**config.mk**
```make
export PLATFORM = sky130hd
export DESIGN_NAME = bmt_top
export DESIGN_NICKNAME = d
export VERILOG_FILES = /design/src/bmt_pkg.sv /design/src/bmt_top.sv /design/src/bmt_tone.sv
export SDC_FILE = /design/constraint.sdc
export NUM_CORES = 1
export LEC_CHECK = 0
export BUFFER_PORTS_ARGS = -buffer_cell sky130_fd_sc_hd__clkbuf_2
export CAP_MARGIN = 10
export CORE_MARGIN = 4
export CORE_UTILIZATION = 30
export DETAILED_ROUTE_END_ITERATION = 6
export GPL_TIMING_DRIVEN = 1
export HOLD_SLACK_MARGIN = 0.02
export REMOVE_ABC_BUFFERS = 1
export SETUP_SLACK_MARGIN = 0.5
export SYNTH_ARGS = -nofsm -noshare
export SYNTH_HDL_FRONTEND = slang
export SYNTH_SLANG_ARGS = --single-unit
export TNS_END_PERCENT = 20
```
**constraint.sdc**
```tcl
create_clock -name clk_i -period 4.72 [get_ports clk_i]
set_input_delay 0.708 -clock clk_i [delete_from_list [all_inputs] [get_ports clk_i]]
set_output_delay 0.708 -clock clk_i [all_outputs]
set_load 0.005 [all_outputs]
```
**src/bmt_pkg.sv**
```systemverilog
// package for the buzzer melody tone generator: register map, field layout,
// reset values, timing constants and carrier types
// assumes a single 125 MHz system clock and an 8-bit register port
package bmt_pkg;

    // register byte addresses
    localparam logic [15:0] ADDR_A_PITCH_LO = 16'hA040;
    localparam logic [15:0] ADDR_A_PITCH_HI = 16'hA041;
    localparam logic [15:0] ADDR_A_ON = 16'hA042;
    localparam logic [15:0] ADDR_A_REST = 16'hA043;
    localparam logic [15:0] ADDR_B_PITCH_LO = 16'hA044;
    localparam logic [15:0] ADDR_B_PITCH_HI = 16'hA045;
    localparam logic [15:0] ADDR_B_ON = 16'hA046;
    localparam logic [15:0] ADDR_B_REST = 16'hA047;
    localparam logic [15:0] ADDR_CTRL = 16'hA048;
    localparam logic [15:0] ADDR_POW = 16'hA049;
    localparam logic [15:0] ADDR_STEP = 16'hA04A;

    // reset values
    localparam logic [7:0] RST_BYTE = 8'h00;

    // note_control fields
    localparam int CTRL_A_GO = 0;
    localparam int CTRL_B_GO = 1;
    localparam int CTRL_A_FLAG = 2;
    localparam int CTRL_B_FLAG = 3;
    localparam int CTRL_A_EN = 4;
    localparam int CTRL_B_EN = 5;
    localparam int CTRL_LOOP = 6;

    // time_unit_control fields
    localparam int STEP_POW_FLAG = 0;
    localparam int STEP_POW_EN = 1;
    localparam int STEP_BASE = 4;
    localparam int STEP_UNIT_LO = 6;

    // tone base prescale
    localparam logic [5:0] BASE_FAST_LAST = 6'h1F;
    localparam logic [5:0] BASE_SLOW_LAST = 6'h3F;

    // time base
    localparam int CLK_PERIOD_NS = 8;
    localparam int TIME_STEP_NS = 1000000;
    localparam int STEP_CYCLES = TIME_STEP_NS / CLK_PERIOD_NS;

    typedef enum logic [2:0] {
        ST_IDLE = 3'b000,
        ST_A_ON = 3'b001,
        ST_A_REST = 3'b010,
        ST_B_ON = 3'b011,
        ST_B_REST = 3'b100
    } bmt_state_e;

    typedef struct packed {
        logic [11:0] pitch;
        logic [7:0] on_cnt;
        logic [7:0] rest_cnt;
    } bmt_note_s;

    typedef struct packed {
        logic [15:0] addr;
        logic [7:0] wdata;
        logic wr;
        logic rd;
    } bmt_bus_req_s;

endpackage

```
**src/bmt_top.sv**
```systemverilog
// two-note buzzer tone generator with ping-pong sequencer and power window timer
// assumes synchronous register port strobes and a 125 MHz clock
//
// Summary of operation
// - two note slots A and B each hold their own pitch, on count and rest count.
// - a note's tone runs at the base rate divided by its 12-bit pitch plus one.
// - the base rate is the system clock divided by 32, or by 64 when the base bit is set.
// - each pitch is split over a low byte and the low four bits of a high byte.
// - a note sounds for its 8-bit on count times the time step.
// - the two notes play once in order, or alternate endlessly while loop mode is set.
// - starting either note starts the power window timer in the same time step.
// - when the power window count expires the power window flag is set.
// - the power window timer drives the buzzer power control output.
// - writing one to a go bit starts the note, zero does nothing, completion clears it.
// - if both go bits are set together, note A plays before note B.
// - a finished note sets its end flag when its enable is set; writing zero clears it.
// - a playing bit per note reads high while that note is in progress.
module bmt_top #(
    parameter int STEP_CYCLES = bmt_pkg::STEP_CYCLES
) (
    // clock and reset
    input wire logic clk_i,
    input wire logic rst_b_i,
    // register port
    input wire bmt_pkg::bmt_bus_req_s req_i,
    output logic [7:0] rdata_o,
    // buzzer side
    output logic tone_o,
    output logic power_o,
    // interrupt
    output logic irq_o
);

    generate
        if (STEP_CYCLES < 2 || STEP_CYCLES > 131072) begin : g_bad_step
            $error("bmt_top: STEP_CYCLES out of range");
        end
    endgenerate

    localparam logic [16:0] STEP_LAST = 17'(STEP_CYCLES - 1);
    bmt_pkg::bmt_note_s note_a_q, note_b_q;
    logic [7:0] power_window_count_q;
    logic [1:0] time_step_q;
    logic tone_base_select_q;
    logic power_window_irq_enable_q, power_window_irq_flag_q;
    logic note_a_end_irq_enable_q, note_b_end_irq_enable_q;
    logic note_a_end_flag_q, note_b_end_flag_q;
    logic note_a_go_q, note_b_go_q, loop_q;
    bmt_pkg::bmt_state_e state_q, state_d;
    logic [16:0] ms_q;
    logic [2:0] unit_q;
    logic [7:0] phase_q, pow_q;
    logic pow_active_q;
    logic wr_ctrl, wr_step, go_a_wr, go_b_wr, go_any, restart;
    logic ms_tick, unit_tick, phase_end, a_done, b_done, pow_expire;
    logic note_a_playing, note_b_playing, sounding;
    logic [7:0] phase_target;
    logic [2:0] unit_last;
    assign wr_ctrl = req_i.wr && (req_i.addr == bmt_pkg::ADDR_CTRL);
    assign wr_step = req_i.wr && (req_i.addr == bmt_pkg::ADDR_STEP);
    assign go_a_wr = wr_ctrl && req_i.wdata[bmt_pkg::CTRL_A_GO];
    assign go_b_wr = wr_ctrl && req_i.wdata[bmt_pkg::CTRL_B_GO];
    assign go_any = go_a_wr || go_b_wr;
    // the time base only realigns from idle so a running phase keeps its length
    assign restart = go_any && (state_q == bmt_pkg::ST_IDLE);
    // note slot and power window count registers
    always_ff @(posedge clk_i or negedge rst_b_i) begin
        if (!rst_b_i) begin
            note_a_q <= '0;
            note_b_q <= '0;
            power_window_count_q <= bmt_pkg::RST_BYTE;
        end else if (req_i.wr) begin
            unique case (req_i.addr)
                bmt_pkg::ADDR_A_PITCH_LO: note_a_q.pitch[7:0] <= req_i.wdata;
                bmt_pkg::ADDR_A_PITCH_HI: note_a_q.pitch[11:8] <= req_i.wdata[3:0];
                bmt_pkg::ADDR_A_ON: note_a_q.on_cnt <= req_i.wdata;
                bmt_pkg::ADDR_A_REST: note_a_q.rest_cnt <= req_i.wdata;
                bmt_pkg::ADDR_B_PITCH_LO: note_b_q.pitch[7:0] <= req_i.wdata;
                bmt_pkg::ADDR_B_PITCH_HI: note_b_q.pitch[11:8] <= req_i.wdata[3:0];
                bmt_pkg::ADDR_B_ON: note_b_q.on_cnt <= req_i.wdata;
                bmt_pkg::ADDR_B_REST: note_b_q.rest_cnt <= req_i.wdata;
                bmt_pkg::ADDR_POW: power_window_count_q <= req_i.wdata;
                default: ;
            endcase
        end
    end
    // step, enable and loop bits
    always_ff @(posedge clk_i or negedge rst_b_i) begin
        if (!rst_b_i) begin
            time_step_q <= 2'h0;
            tone_base_select_q <= 1'b0;
            power_window_irq_enable_q <= 1'b0;
            note_a_end_irq_enable_q <= 1'b0;
            note_b_end_irq_enable_q <= 1'b0;
            loop_q <= 1'b0;
        end else begin
            if (wr_step) begin
                time_step_q <= req_i.wdata[bmt_pkg::STEP_UNIT_LO +: 2];
                tone_base_select_q <= req_i.wdata[bmt_pkg::STEP_BASE];
                power_window_irq_enable_q <= req_i.wdata[bmt_pkg::STEP_POW_EN];
            end
            if (wr_ctrl) begin
                note_a_end_irq_enable_q <= req_i.wdata[bmt_pkg::CTRL_A_EN];
                note_b_end_irq_enable_q <= req_i.wdata[bmt_pkg::CTRL_B_EN];
                loop_q <= req_i.wdata[bmt_pkg::CTRL_LOOP];
            end
        end
    end
    // time step: a millisecond prescaler then a 1/2/4/8 step counter
    assign ms_tick = (ms_q == STEP_LAST);
    assign unit_last = 3'((4'h1 << time_step_q) - 4'h1);
    assign unit_tick = ms_tick && (unit_q == unit_last);
    always_ff @(posedge clk_i or negedge rst_b_i) begin
        if (!rst_b_i) begin
            ms_q <= 17'h00000;
            unit_q <= 3'h0;
        end else if (restart || ms_tick) begin
            ms_q <= 17'h00000;
            unit_q <= (restart || unit_tick) ? 3'h0 : unit_q + 3'h1;
        end else begin
            ms_q <= ms_q + 17'h00001;
        end
    end
    // sequencer
    always_comb begin
        unique case (state_q)
            bmt_pkg::ST_A_ON: phase_target = note_a_q.on_cnt;
            bmt_pkg::ST_A_REST: phase_target = note_a_q.rest_cnt;
            bmt_pkg::ST_B_ON: phase_target = note_b_q.on_cnt;
            bmt_pkg::ST_B_REST: phase_target = note_b_q.rest_cnt;
            default: phase_target = 8'h00;
        endcase
    end

    assign phase_end = (state_q != bmt_pkg::ST_IDLE) && (phase_q == phase_target);
    assign a_done = phase_end && (state_q == bmt_pkg::ST_A_REST);
    assign b_done = phase_end && (state_q == bmt_pkg::ST_B_REST);
    always_comb begin
        state_d = state_q;
        unique case (state_q)
            bmt_pkg::ST_IDLE: begin
                if (note_a_go_q) begin
                    state_d = bmt_pkg::ST_A_ON;
                end else if (note_b_go_q) begin
                    state_d = bmt_pkg::ST_B_ON;
                end
            end
            bmt_pkg::ST_A_ON: if (phase_end) state_d = bmt_pkg::ST_A_REST;
            bmt_pkg::ST_A_REST: begin
                if (phase_end) begin
                    state_d = (note_b_go_q || loop_q) ? bmt_pkg::ST_B_ON : bmt_pkg::ST_IDLE;
                end
            end
            bmt_pkg::ST_B_ON: if (phase_end) state_d = bmt_pkg::ST_B_REST;
            bmt_pkg::ST_B_REST: begin
                if (phase_end) begin
                    state_d = (note_a_go_q || loop_q) ? bmt_pkg::ST_A_ON : bmt_pkg::ST_IDLE;
                end
            end
            default: state_d = bmt_pkg::ST_IDLE;
        endcase
    end

    always_ff @(posedge clk_i or negedge rst_b_i) begin
        if (!rst_b_i) begin
            state_q <= bmt_pkg::ST_IDLE;
        end else begin
            state_q <= state_d;
        end
    end
    always_ff @(posedge clk_i or negedge rst_b_i) begin
        if (!rst_b_i) begin
            phase_q <= 8'h00;
        end else if (state_d != state_q) begin
            phase_q <= 8'h00;
        end else if (unit_tick && !phase_end) begin
            phase_q <= phase_q + 8'h01;
        end
    end

    // go bits: set by a one, untouched by a zero, cleared on completion; set wins
    always_ff @(posedge clk_i or negedge rst_b_i) begin
        if (!rst_b_i) begin
            note_a_go_q <= 1'b0;
            note_b_go_q <= 1'b0;
        end else begin
            note_a_go_q <= go_a_wr || (note_a_go_q && !a_done);
            note_b_go_q <= go_b_wr || (note_b_go_q && !b_done);
        end
    end

    // end flags: cleared by writing zero, a completion in the same cycle wins
    always_ff @(posedge clk_i or negedge rst_b_i) begin
        if (!rst_b_i) begin
            note_a_end_flag_q <= 1'b0;
            note_b_end_flag_q <= 1'b0;
        end else begin
            note_a_end_flag_q <= (a_done && note_a_end_irq_enable_q) ||
                (note_a_end_flag_q && !(wr_ctrl && !req_i.wdata[bmt_pkg::CTRL_A_FLAG]));
            note_b_end_flag_q <= (b_done && note_b_end_irq_enable_q) ||
                (note_b_end_flag_q && !(wr_ctrl && !req_i.wdata[bmt_pkg::CTRL_B_FLAG]));
        end
    end

    // power window timer
    assign pow_expire = pow_active_q && !go_any &&
        ((power_window_count_q == 8'h00) || (unit_tick && pow_q == power_window_count_q - 8'h01));
    always_ff @(posedge clk_i or negedge rst_b_i) begin
        if (!rst_b_i) begin
            pow_active_q <= 1'b0;
            pow_q <= 8'h00;
        end else if (go_any) begin
            pow_active_q <= 1'b1;
            pow_q <= 8'h00;
        end else if (pow_expire) begin
            pow_active_q <= 1'b0;
        end else if (pow_active_q && unit_tick) begin
            pow_q <= pow_q + 8'h01;
        end
    end

    always_ff @(posedge clk_i or negedge rst_b_i) begin
        if (!rst_b_i) begin
            power_window_irq_flag_q <= 1'b0;
        end else begin
            power_window_irq_flag_q <= pow_expire ||
                (power_window_irq_flag_q && !(wr_step && !req_i.wdata[bmt_pkg::STEP_POW_FLAG]));
        end
    end

    // outputs
    assign note_a_playing = (state_q == bmt_pkg::ST_A_ON) || (state_q == bmt_pkg::ST_A_REST);
    assign note_b_playing = (state_q == bmt_pkg::ST_B_ON) || (state_q == bmt_pkg::ST_B_REST);
    assign sounding = (state_q == bmt_pkg::ST_A_ON) || (state_q == bmt_pkg::ST_B_ON);
    always_ff @(posedge clk_i or negedge rst_b_i) begin
        if (!rst_b_i) begin
            power_o <= 1'b0;
            irq_o <= 1'b0;
        end else begin
            power_o <= pow_active_q;
            irq_o <= (power_window_irq_flag_q && power_window_irq_enable_q) ||
                note_a_end_flag_q || note_b_end_flag_q;
        end
    end

    bmt_tone #(
        .PITCH_W(12)
    ) u_tone (
        .clk_i(clk_i),
        .rst_b_i(rst_b_i),
        .run_i(sounding),
        .slow_base_i(tone_base_select_q),
        .pitch_i((state_q == bmt_pkg::ST_B_ON) ? note_b_q.pitch : note_a_q.pitch),
        .tone_o(tone_o)
    );
    // read port, data one cycle after the strobe; unmapped reads give zero
    always_ff @(posedge clk_i or negedge rst_b_i) begin
        if (!rst_b_i) begin
            rdata_o <= 8'h00;
        end else if (req_i.rd) begin
            unique case (req_i.addr)
                bmt_pkg::ADDR_A_PITCH_LO: rdata_o <= note_a_q.pitch[7:0];
                bmt_pkg::ADDR_A_PITCH_HI: rdata_o <= {4'h0, note_a_q.pitch[11:8]};
                bmt_pkg::ADDR_A_ON: rdata_o <= note_a_q.on_cnt;
                bmt_pkg::ADDR_A_REST: rdata_o <= note_a_q.rest_cnt;
                bmt_pkg::ADDR_B_PITCH_LO: rdata_o <= note_b_q.pitch[7:0];
                bmt_pkg::ADDR_B_PITCH_HI: rdata_o <= {4'h0, note_b_q.pitch[11:8]};
                bmt_pkg::ADDR_B_ON: rdata_o <= note_b_q.on_cnt;
                bmt_pkg::ADDR_B_REST: rdata_o <= note_b_q.rest_cnt;
                bmt_pkg::ADDR_POW: rdata_o <= power_window_count_q;
                bmt_pkg::ADDR_CTRL: rdata_o <= {1'b0, loop_q, note_b_end_irq_enable_q, note_a_end_irq_enable_q,
                    note_b_end_flag_q, note_a_end_flag_q, note_b_playing, note_a_playing};
                bmt_pkg::ADDR_STEP: rdata_o <= {time_step_q, 1'b0, tone_base_select_q, 2'h0,
                    power_window_irq_enable_q, power_window_irq_flag_q};
                default: rdata_o <= 8'h00;
            endcase
        end else begin
            rdata_o <= 8'h00;
        end
    end
    // checks
    property p_go_starts;
        @(posedge clk_i) disable iff (!rst_b_i)
        go_a_wr && state_q == bmt_pkg::ST_IDLE |=> ##1 state_q == bmt_pkg::ST_A_ON;
    endproperty
    a_go_starts: assert property (p_go_starts) else $error("note A did not start after go");
    property p_a_first;
        @(posedge clk_i) disable iff (!rst_b_i)
        go_a_wr && go_b_wr && state_q == bmt_pkg::ST_IDLE |=> ##1 note_a_playing && !note_b_playing;
    endproperty
    a_a_first: assert property (p_a_first) else $error("note B played before note A");
    property p_quiet;
        @(posedge clk_i) disable iff (!rst_b_i)
        !sounding |=> !tone_o;
    endproperty
    a_quiet: assert property (p_quiet) else $error("tone heard outside an on phase");
    property p_on_bound;
        @(posedge clk_i) disable iff (!rst_b_i)
        state_q == bmt_pkg::ST_A_ON |-> phase_q <= note_a_q.on_cnt;
    endproperty
    a_on_bound: assert property (p_on_bound) else $error("note A on phase overran its count");
    property p_pow_start;
        @(posedge clk_i) disable iff (!rst_b_i)
        go_any |=> ##1 power_o;
    endproperty
    a_pow_start: assert property (p_pow_start) else $error("power output not raised on start");
    property p_pow_flag;
        @(posedge clk_i) disable iff (!rst_b_i)
        pow_expire |=> power_window_irq_flag_q && !pow_active_q;
    endproperty
    a_pow_flag: assert property (p_pow_flag) else $error("power window expiry lost");
    property p_irq;
        @(posedge clk_i) disable iff (!rst_b_i)
        power_window_irq_flag_q && !power_window_irq_enable_q && !note_a_end_flag_q && !note_b_end_flag_q
        |=> !irq_o;
    endproperty
    a_irq: assert property (p_irq) else $error("masked power window flag raised the interrupt");
    property p_end_flag;
        @(posedge clk_i) disable iff (!rst_b_i)
        a_done && note_a_end_irq_enable_q |=> note_a_end_flag_q && !note_a_go_q;
    endproperty
    a_end_flag: assert property (p_end_flag) else $error("note A end flag not set");
    property p_busy_read;
        @(posedge clk_i) disable iff (!rst_b_i)
        req_i.rd && req_i.addr == bmt_pkg::ADDR_CTRL
        |=> rdata_o[1:0] == {$past(note_b_playing), $past(note_a_playing)};
    endproperty
    a_busy_read: assert property (p_busy_read) else $error("playing bits misreported");
    c_a_then_b: cover property (@(posedge clk_i) disable iff (!rst_b_i)
        state_q == bmt_pkg::ST_A_REST ##1 state_q == bmt_pkg::ST_B_ON);
    c_loop: cover property (@(posedge clk_i) disable iff (!rst_b_i)
        loop_q && b_done ##1 state_q == bmt_pkg::ST_A_ON);
    c_pow_expire: cover property (@(posedge clk_i) disable iff (!rst_b_i) pow_expire);
    c_irq: cover property (@(posedge clk_i) disable iff (!rst_b_i) irq_o);

endmodule

```
**src/bmt_tone.sv**
```systemverilog
// tone divider: base prescale of 32 or 64, then a divide by pitch plus one
// assumes run_i is held steady for the whole note
module bmt_tone #(
    parameter int PITCH_W = 12
) (
    // clock and reset
    input wire logic clk_i,
    input wire logic rst_b_i,
    // control
    input wire logic run_i,
    input wire logic slow_base_i,
    input wire logic [PITCH_W-1:0] pitch_i,
    // tone
    output logic tone_o
);

    generate
        if (PITCH_W < 1) begin : g_bad_width
            $error("bmt_tone: PITCH_W must be at least 1");
        end
    endgenerate

    logic [5:0] pre_q;
    logic [PITCH_W-1:0] per_q;
    logic base_tick;
    logic [5:0] pre_last;

    assign pre_last = slow_base_i ? bmt_pkg::BASE_SLOW_LAST : bmt_pkg::BASE_FAST_LAST;
    assign base_tick = run_i && (pre_q == pre_last);

    always_ff @(posedge clk_i or negedge rst_b_i) begin
        if (!rst_b_i) begin
            pre_q <= 6'h00;
        end else if (!run_i || base_tick) begin
            pre_q <= 6'h00;
        end else begin
            pre_q <= pre_q + 6'h01;
        end
    end

    // one tone period spans pitch plus one base ticks
    always_ff @(posedge clk_i or negedge rst_b_i) begin
        if (!rst_b_i) begin
            per_q <= '0;
        end else if (!run_i) begin
            per_q <= '0;
        end else if (base_tick) begin
            per_q <= (per_q >= pitch_i) ? '0 : per_q + 1'b1;
        end
    end

    // high for the first half; a pitch of zero gives a steady high level
    always_ff @(posedge clk_i or negedge rst_b_i) begin
        if (!rst_b_i) begin
            tone_o <= 1'b0;
        end else begin
            tone_o <= run_i && (per_q <= (pitch_i >> 1));
        end
    end

    property p_pre_bound;
        @(posedge clk_i) disable iff (!rst_b_i)
        (pre_q == bmt_pkg::BASE_FAST_LAST) && !slow_base_i && run_i |=> pre_q == 6'h00;
    endproperty
    a_pre_bound: assert property (p_pre_bound) else $error("fast base prescale did not wrap at 32");

endmodule

```
==> reports/qor.yml <==
status: "completed"
intPower_mw: 2.13
grt_max_degree: 92
fin_total_pwr_mw: 2.76
clkSlewWorstSetupHoldPaths_ns: 0.07
drc: 0
slew_violations: 0
cts_resized: 0
p_sw_mw: 0.630
multi_input_area_um2: 4430
antenna_cells: 0
synth_area_um2: 8250
fillerInstances: 2733
arrival_ns: 4.08
grt_pass1_wl_mm: 34.9
start_util_pct: 30.5
syn_to_final_growth_pct: 14.2
endpoint_kind: "flop"
path_max_fanout: 19
cts_buffers: 17
layout_common_cells: "dfrtp_1 (145), mux2_2 (75), nor2_1 (66), nand2_1 (48), clkbuf_2 (37)"
cts_max_path_buffers: 2
fin_tns_setup_ns: 0
ctsHoldBuffers: 0
worst_pin_slew_ns: 0.900
synth_edf_count: 0
wl_per_cell_um: 18.1
nets: 880
firstDrtPassIters: 6
r2r_end: "u_tone.per_q[10]$_DFFE_PN0N_"
synth-async-reset-ratio_pct: 100
p_sw_share_pct: 22.8
ys.flop_type: "dfrtp_1"
min_period_over_period_pct: 78.9
pwr-share-comb_pct: 3.2
design.core.area_um2: 27000
clock_sinks: 145
ant_nets: 0
rr_worst_depth: 10
num_rows: 60
crit_start: "state_q[0]$_DFF_PN0_"
rsz0062_at_grt: "false"
die-area_um2: 30200
viasPerCell: 5.34
utilization_pct: 34.9
drt_wl_total_mm: 21.3
cp-endpoint: "u_tone.per_q[10]$_DFFE_PN0N_"
vias: 6275
dpl_cell_area_um2: 8820
chipHeight_um: 174
grt_pass1_vias: 6111
layout.cells.most_common: "dfrtp_1"
initialDrtViolationCount: 549
cp.required_ns: 5.08
power.leakage_nw: 4.29
maxSlewHeadroom_pct: 39.5
clock_skew_ns: 0.0122
setup_violations: 0
ys_seq_area_share_pct: 44.0
hold_viol: 0
rr_startpoint: "state_q[0]$_DFF_PN0_"
place_congestion: 0.846
peakVddDrop_mv: 0.220
rrSetupSlack_ns: 0.99
postCtsSetupBuffers: 0
ys_types: 64
antenna_found_initial: 0
portBuffers: 38
ios: 39
die_w_um: 174
register_area_um2: 3630
fin_area_um2: 9420
clk_latency_ns: 0.43
cts_root_buffer: "clkbuf_16"
critPathKind: "flop to flop"
dp_hpwl_mm: 15.7
maxCapViolCount: 0
clkPwrFrac_pct: 50.8
cp-start-kind: "flop"
htreeDepth: 4
synth_cells: 785
ys_ff_latch: 145
fmaxAchievable_mhz: 268
track_usage_pct: 14.5
hold_class: "input port to asynchronous set/reset pin"
avgSynthCellArea_um2: 10.5
cts_tree: "built"
p_per_area_nw_per_um2: 293
ys.warnings.count: 0
seq_power_share_pct: 46.0
drive_gt1_share_pct: 21.4
grt-ovfl-total: 0
period_needed_ns: 3.73
==> stage by stage <==
stage	hold WS, ns	worst slack (ns)	instances
after global routing	0.397	0.736	1176
after CTS	0.374	0.995	1176
after floorplan	0.393	0.885	755
after global placement	0.433	1.17	1144
after detailed placement	0.436	1.04	1144
final	0.342	0.994	1176
==> power groups by stage <==
stage               clock (mW)  combinational [mW]  sequential (mW)
floorplan                    0              0.0242             1.29
global placement             0              0.0894             1.29
detailed placement           0              0.0905             1.29
CTS                       1.42              0.0905             1.27
global route              1.48               0.101             1.27
finish                    1.40              0.0887             1.27
==> flip-flops by register name, summed over array words and instances, names as in the netlist, 2 cells and up <==
register,cells
state_q,3
time_step_q,2
rdata_o,8
unit_q,3
ms_q,17
note_b_q,28
u_tone.pre_q,6
pow_q,8
note_a_q,28
u_tone.per_q,12
power_window_count_q,8
phase_q,8
==> cell usage after synthesis (all sizes together) (17+ instances only) <==
cell | instances | share of area [%]
a21oi | 20 | 1.2
mux2 | 75 | 10
a22oi | 25 | 2.3
ha | 30 | 4.5
nand2 | 49 | 2.3
a211oi | 17 | 1.7
nor2 | 66 | 3.0
nor3 | 22 | 1.3
dfrtp | 145 | 44
nand3 | 30 | 1.9
xnor2 | 21 | 2.2
o21ai | 28 | 1.7
and3 | 19 | 1.4
mux2i | 26 | 3.2
clkbuf | 19 | 0.86
==> critical path: stages (launching register included) <==
cell and delay [ns]:
dfrtp_1 0.65, nand2_1 0.60, mux2i_1 0.40, ha_1 0.30, a21o_1 0.16, a21o_1 0.19
a2111oi_4 0.65, a21boi_0 0.24, buf_4 0.20, nand4_1 0.11, mux2i_1 0.13
==> worst min path at each step <==
stage | startpoint | end | slack, ns | cells after the start
3_3_place_gp | pow_active_q$_DFFE_PN0P_ | power_o$_DFF_PN0_ | 0.43 | 0
5_1_grt | rst_b_i | ms_q[10]$_DFF_PN0_ | 0.40 | 1
2_1_floorplan | pow_active_q$_DFFE_PN0P_ | power_o$_DFF_PN0_ | 0.39 | 0
6_report | rst_b_i | ms_q[10]$_DFF_PN0_ | 0.34 | 1
3_5_place_dp | pow_active_q$_DFFE_PN0P_ | power_o$_DFF_PN0_ | 0.44 | 0
4_1_cts | rst_b_i | ms_q[10]$_DFF_PN0_ | 0.37 | 1
==> area by class of cell <==
cell class	count	share of cell area (%)
multi-input cells	594	47.0
well taps	341	4.53
repair buffers	48	2.88
clock inverters	12	1.67
inverters	16	0.637
clock buffers	20	4.74
flip-flops and latches	145	38.5
==> cell families after synthesis <==
logic type,synth area share [%]
DFF,44.0
AOI/OAI and AO/OA,13.0
xor gates and xnor gates,3.93
and+or+nand+nor,16.7
buffers and inverters,2.34
muxes,15.6
adders and majority gates,4.55
==> layer usage <==
layer | share of wire (%) | vias up | track usage [%]
met3 | 5.6 | 14 | 3.71
met4 | 0.96 | 0 | 3.30
met2 | 46 | 145 | 22.2
li1 | - | 2993 | -
met1 | 47 | 3123 | 20.8
met5 | 0 | - | 0
No activity file was read; power rests on OpenSTA's default activity.
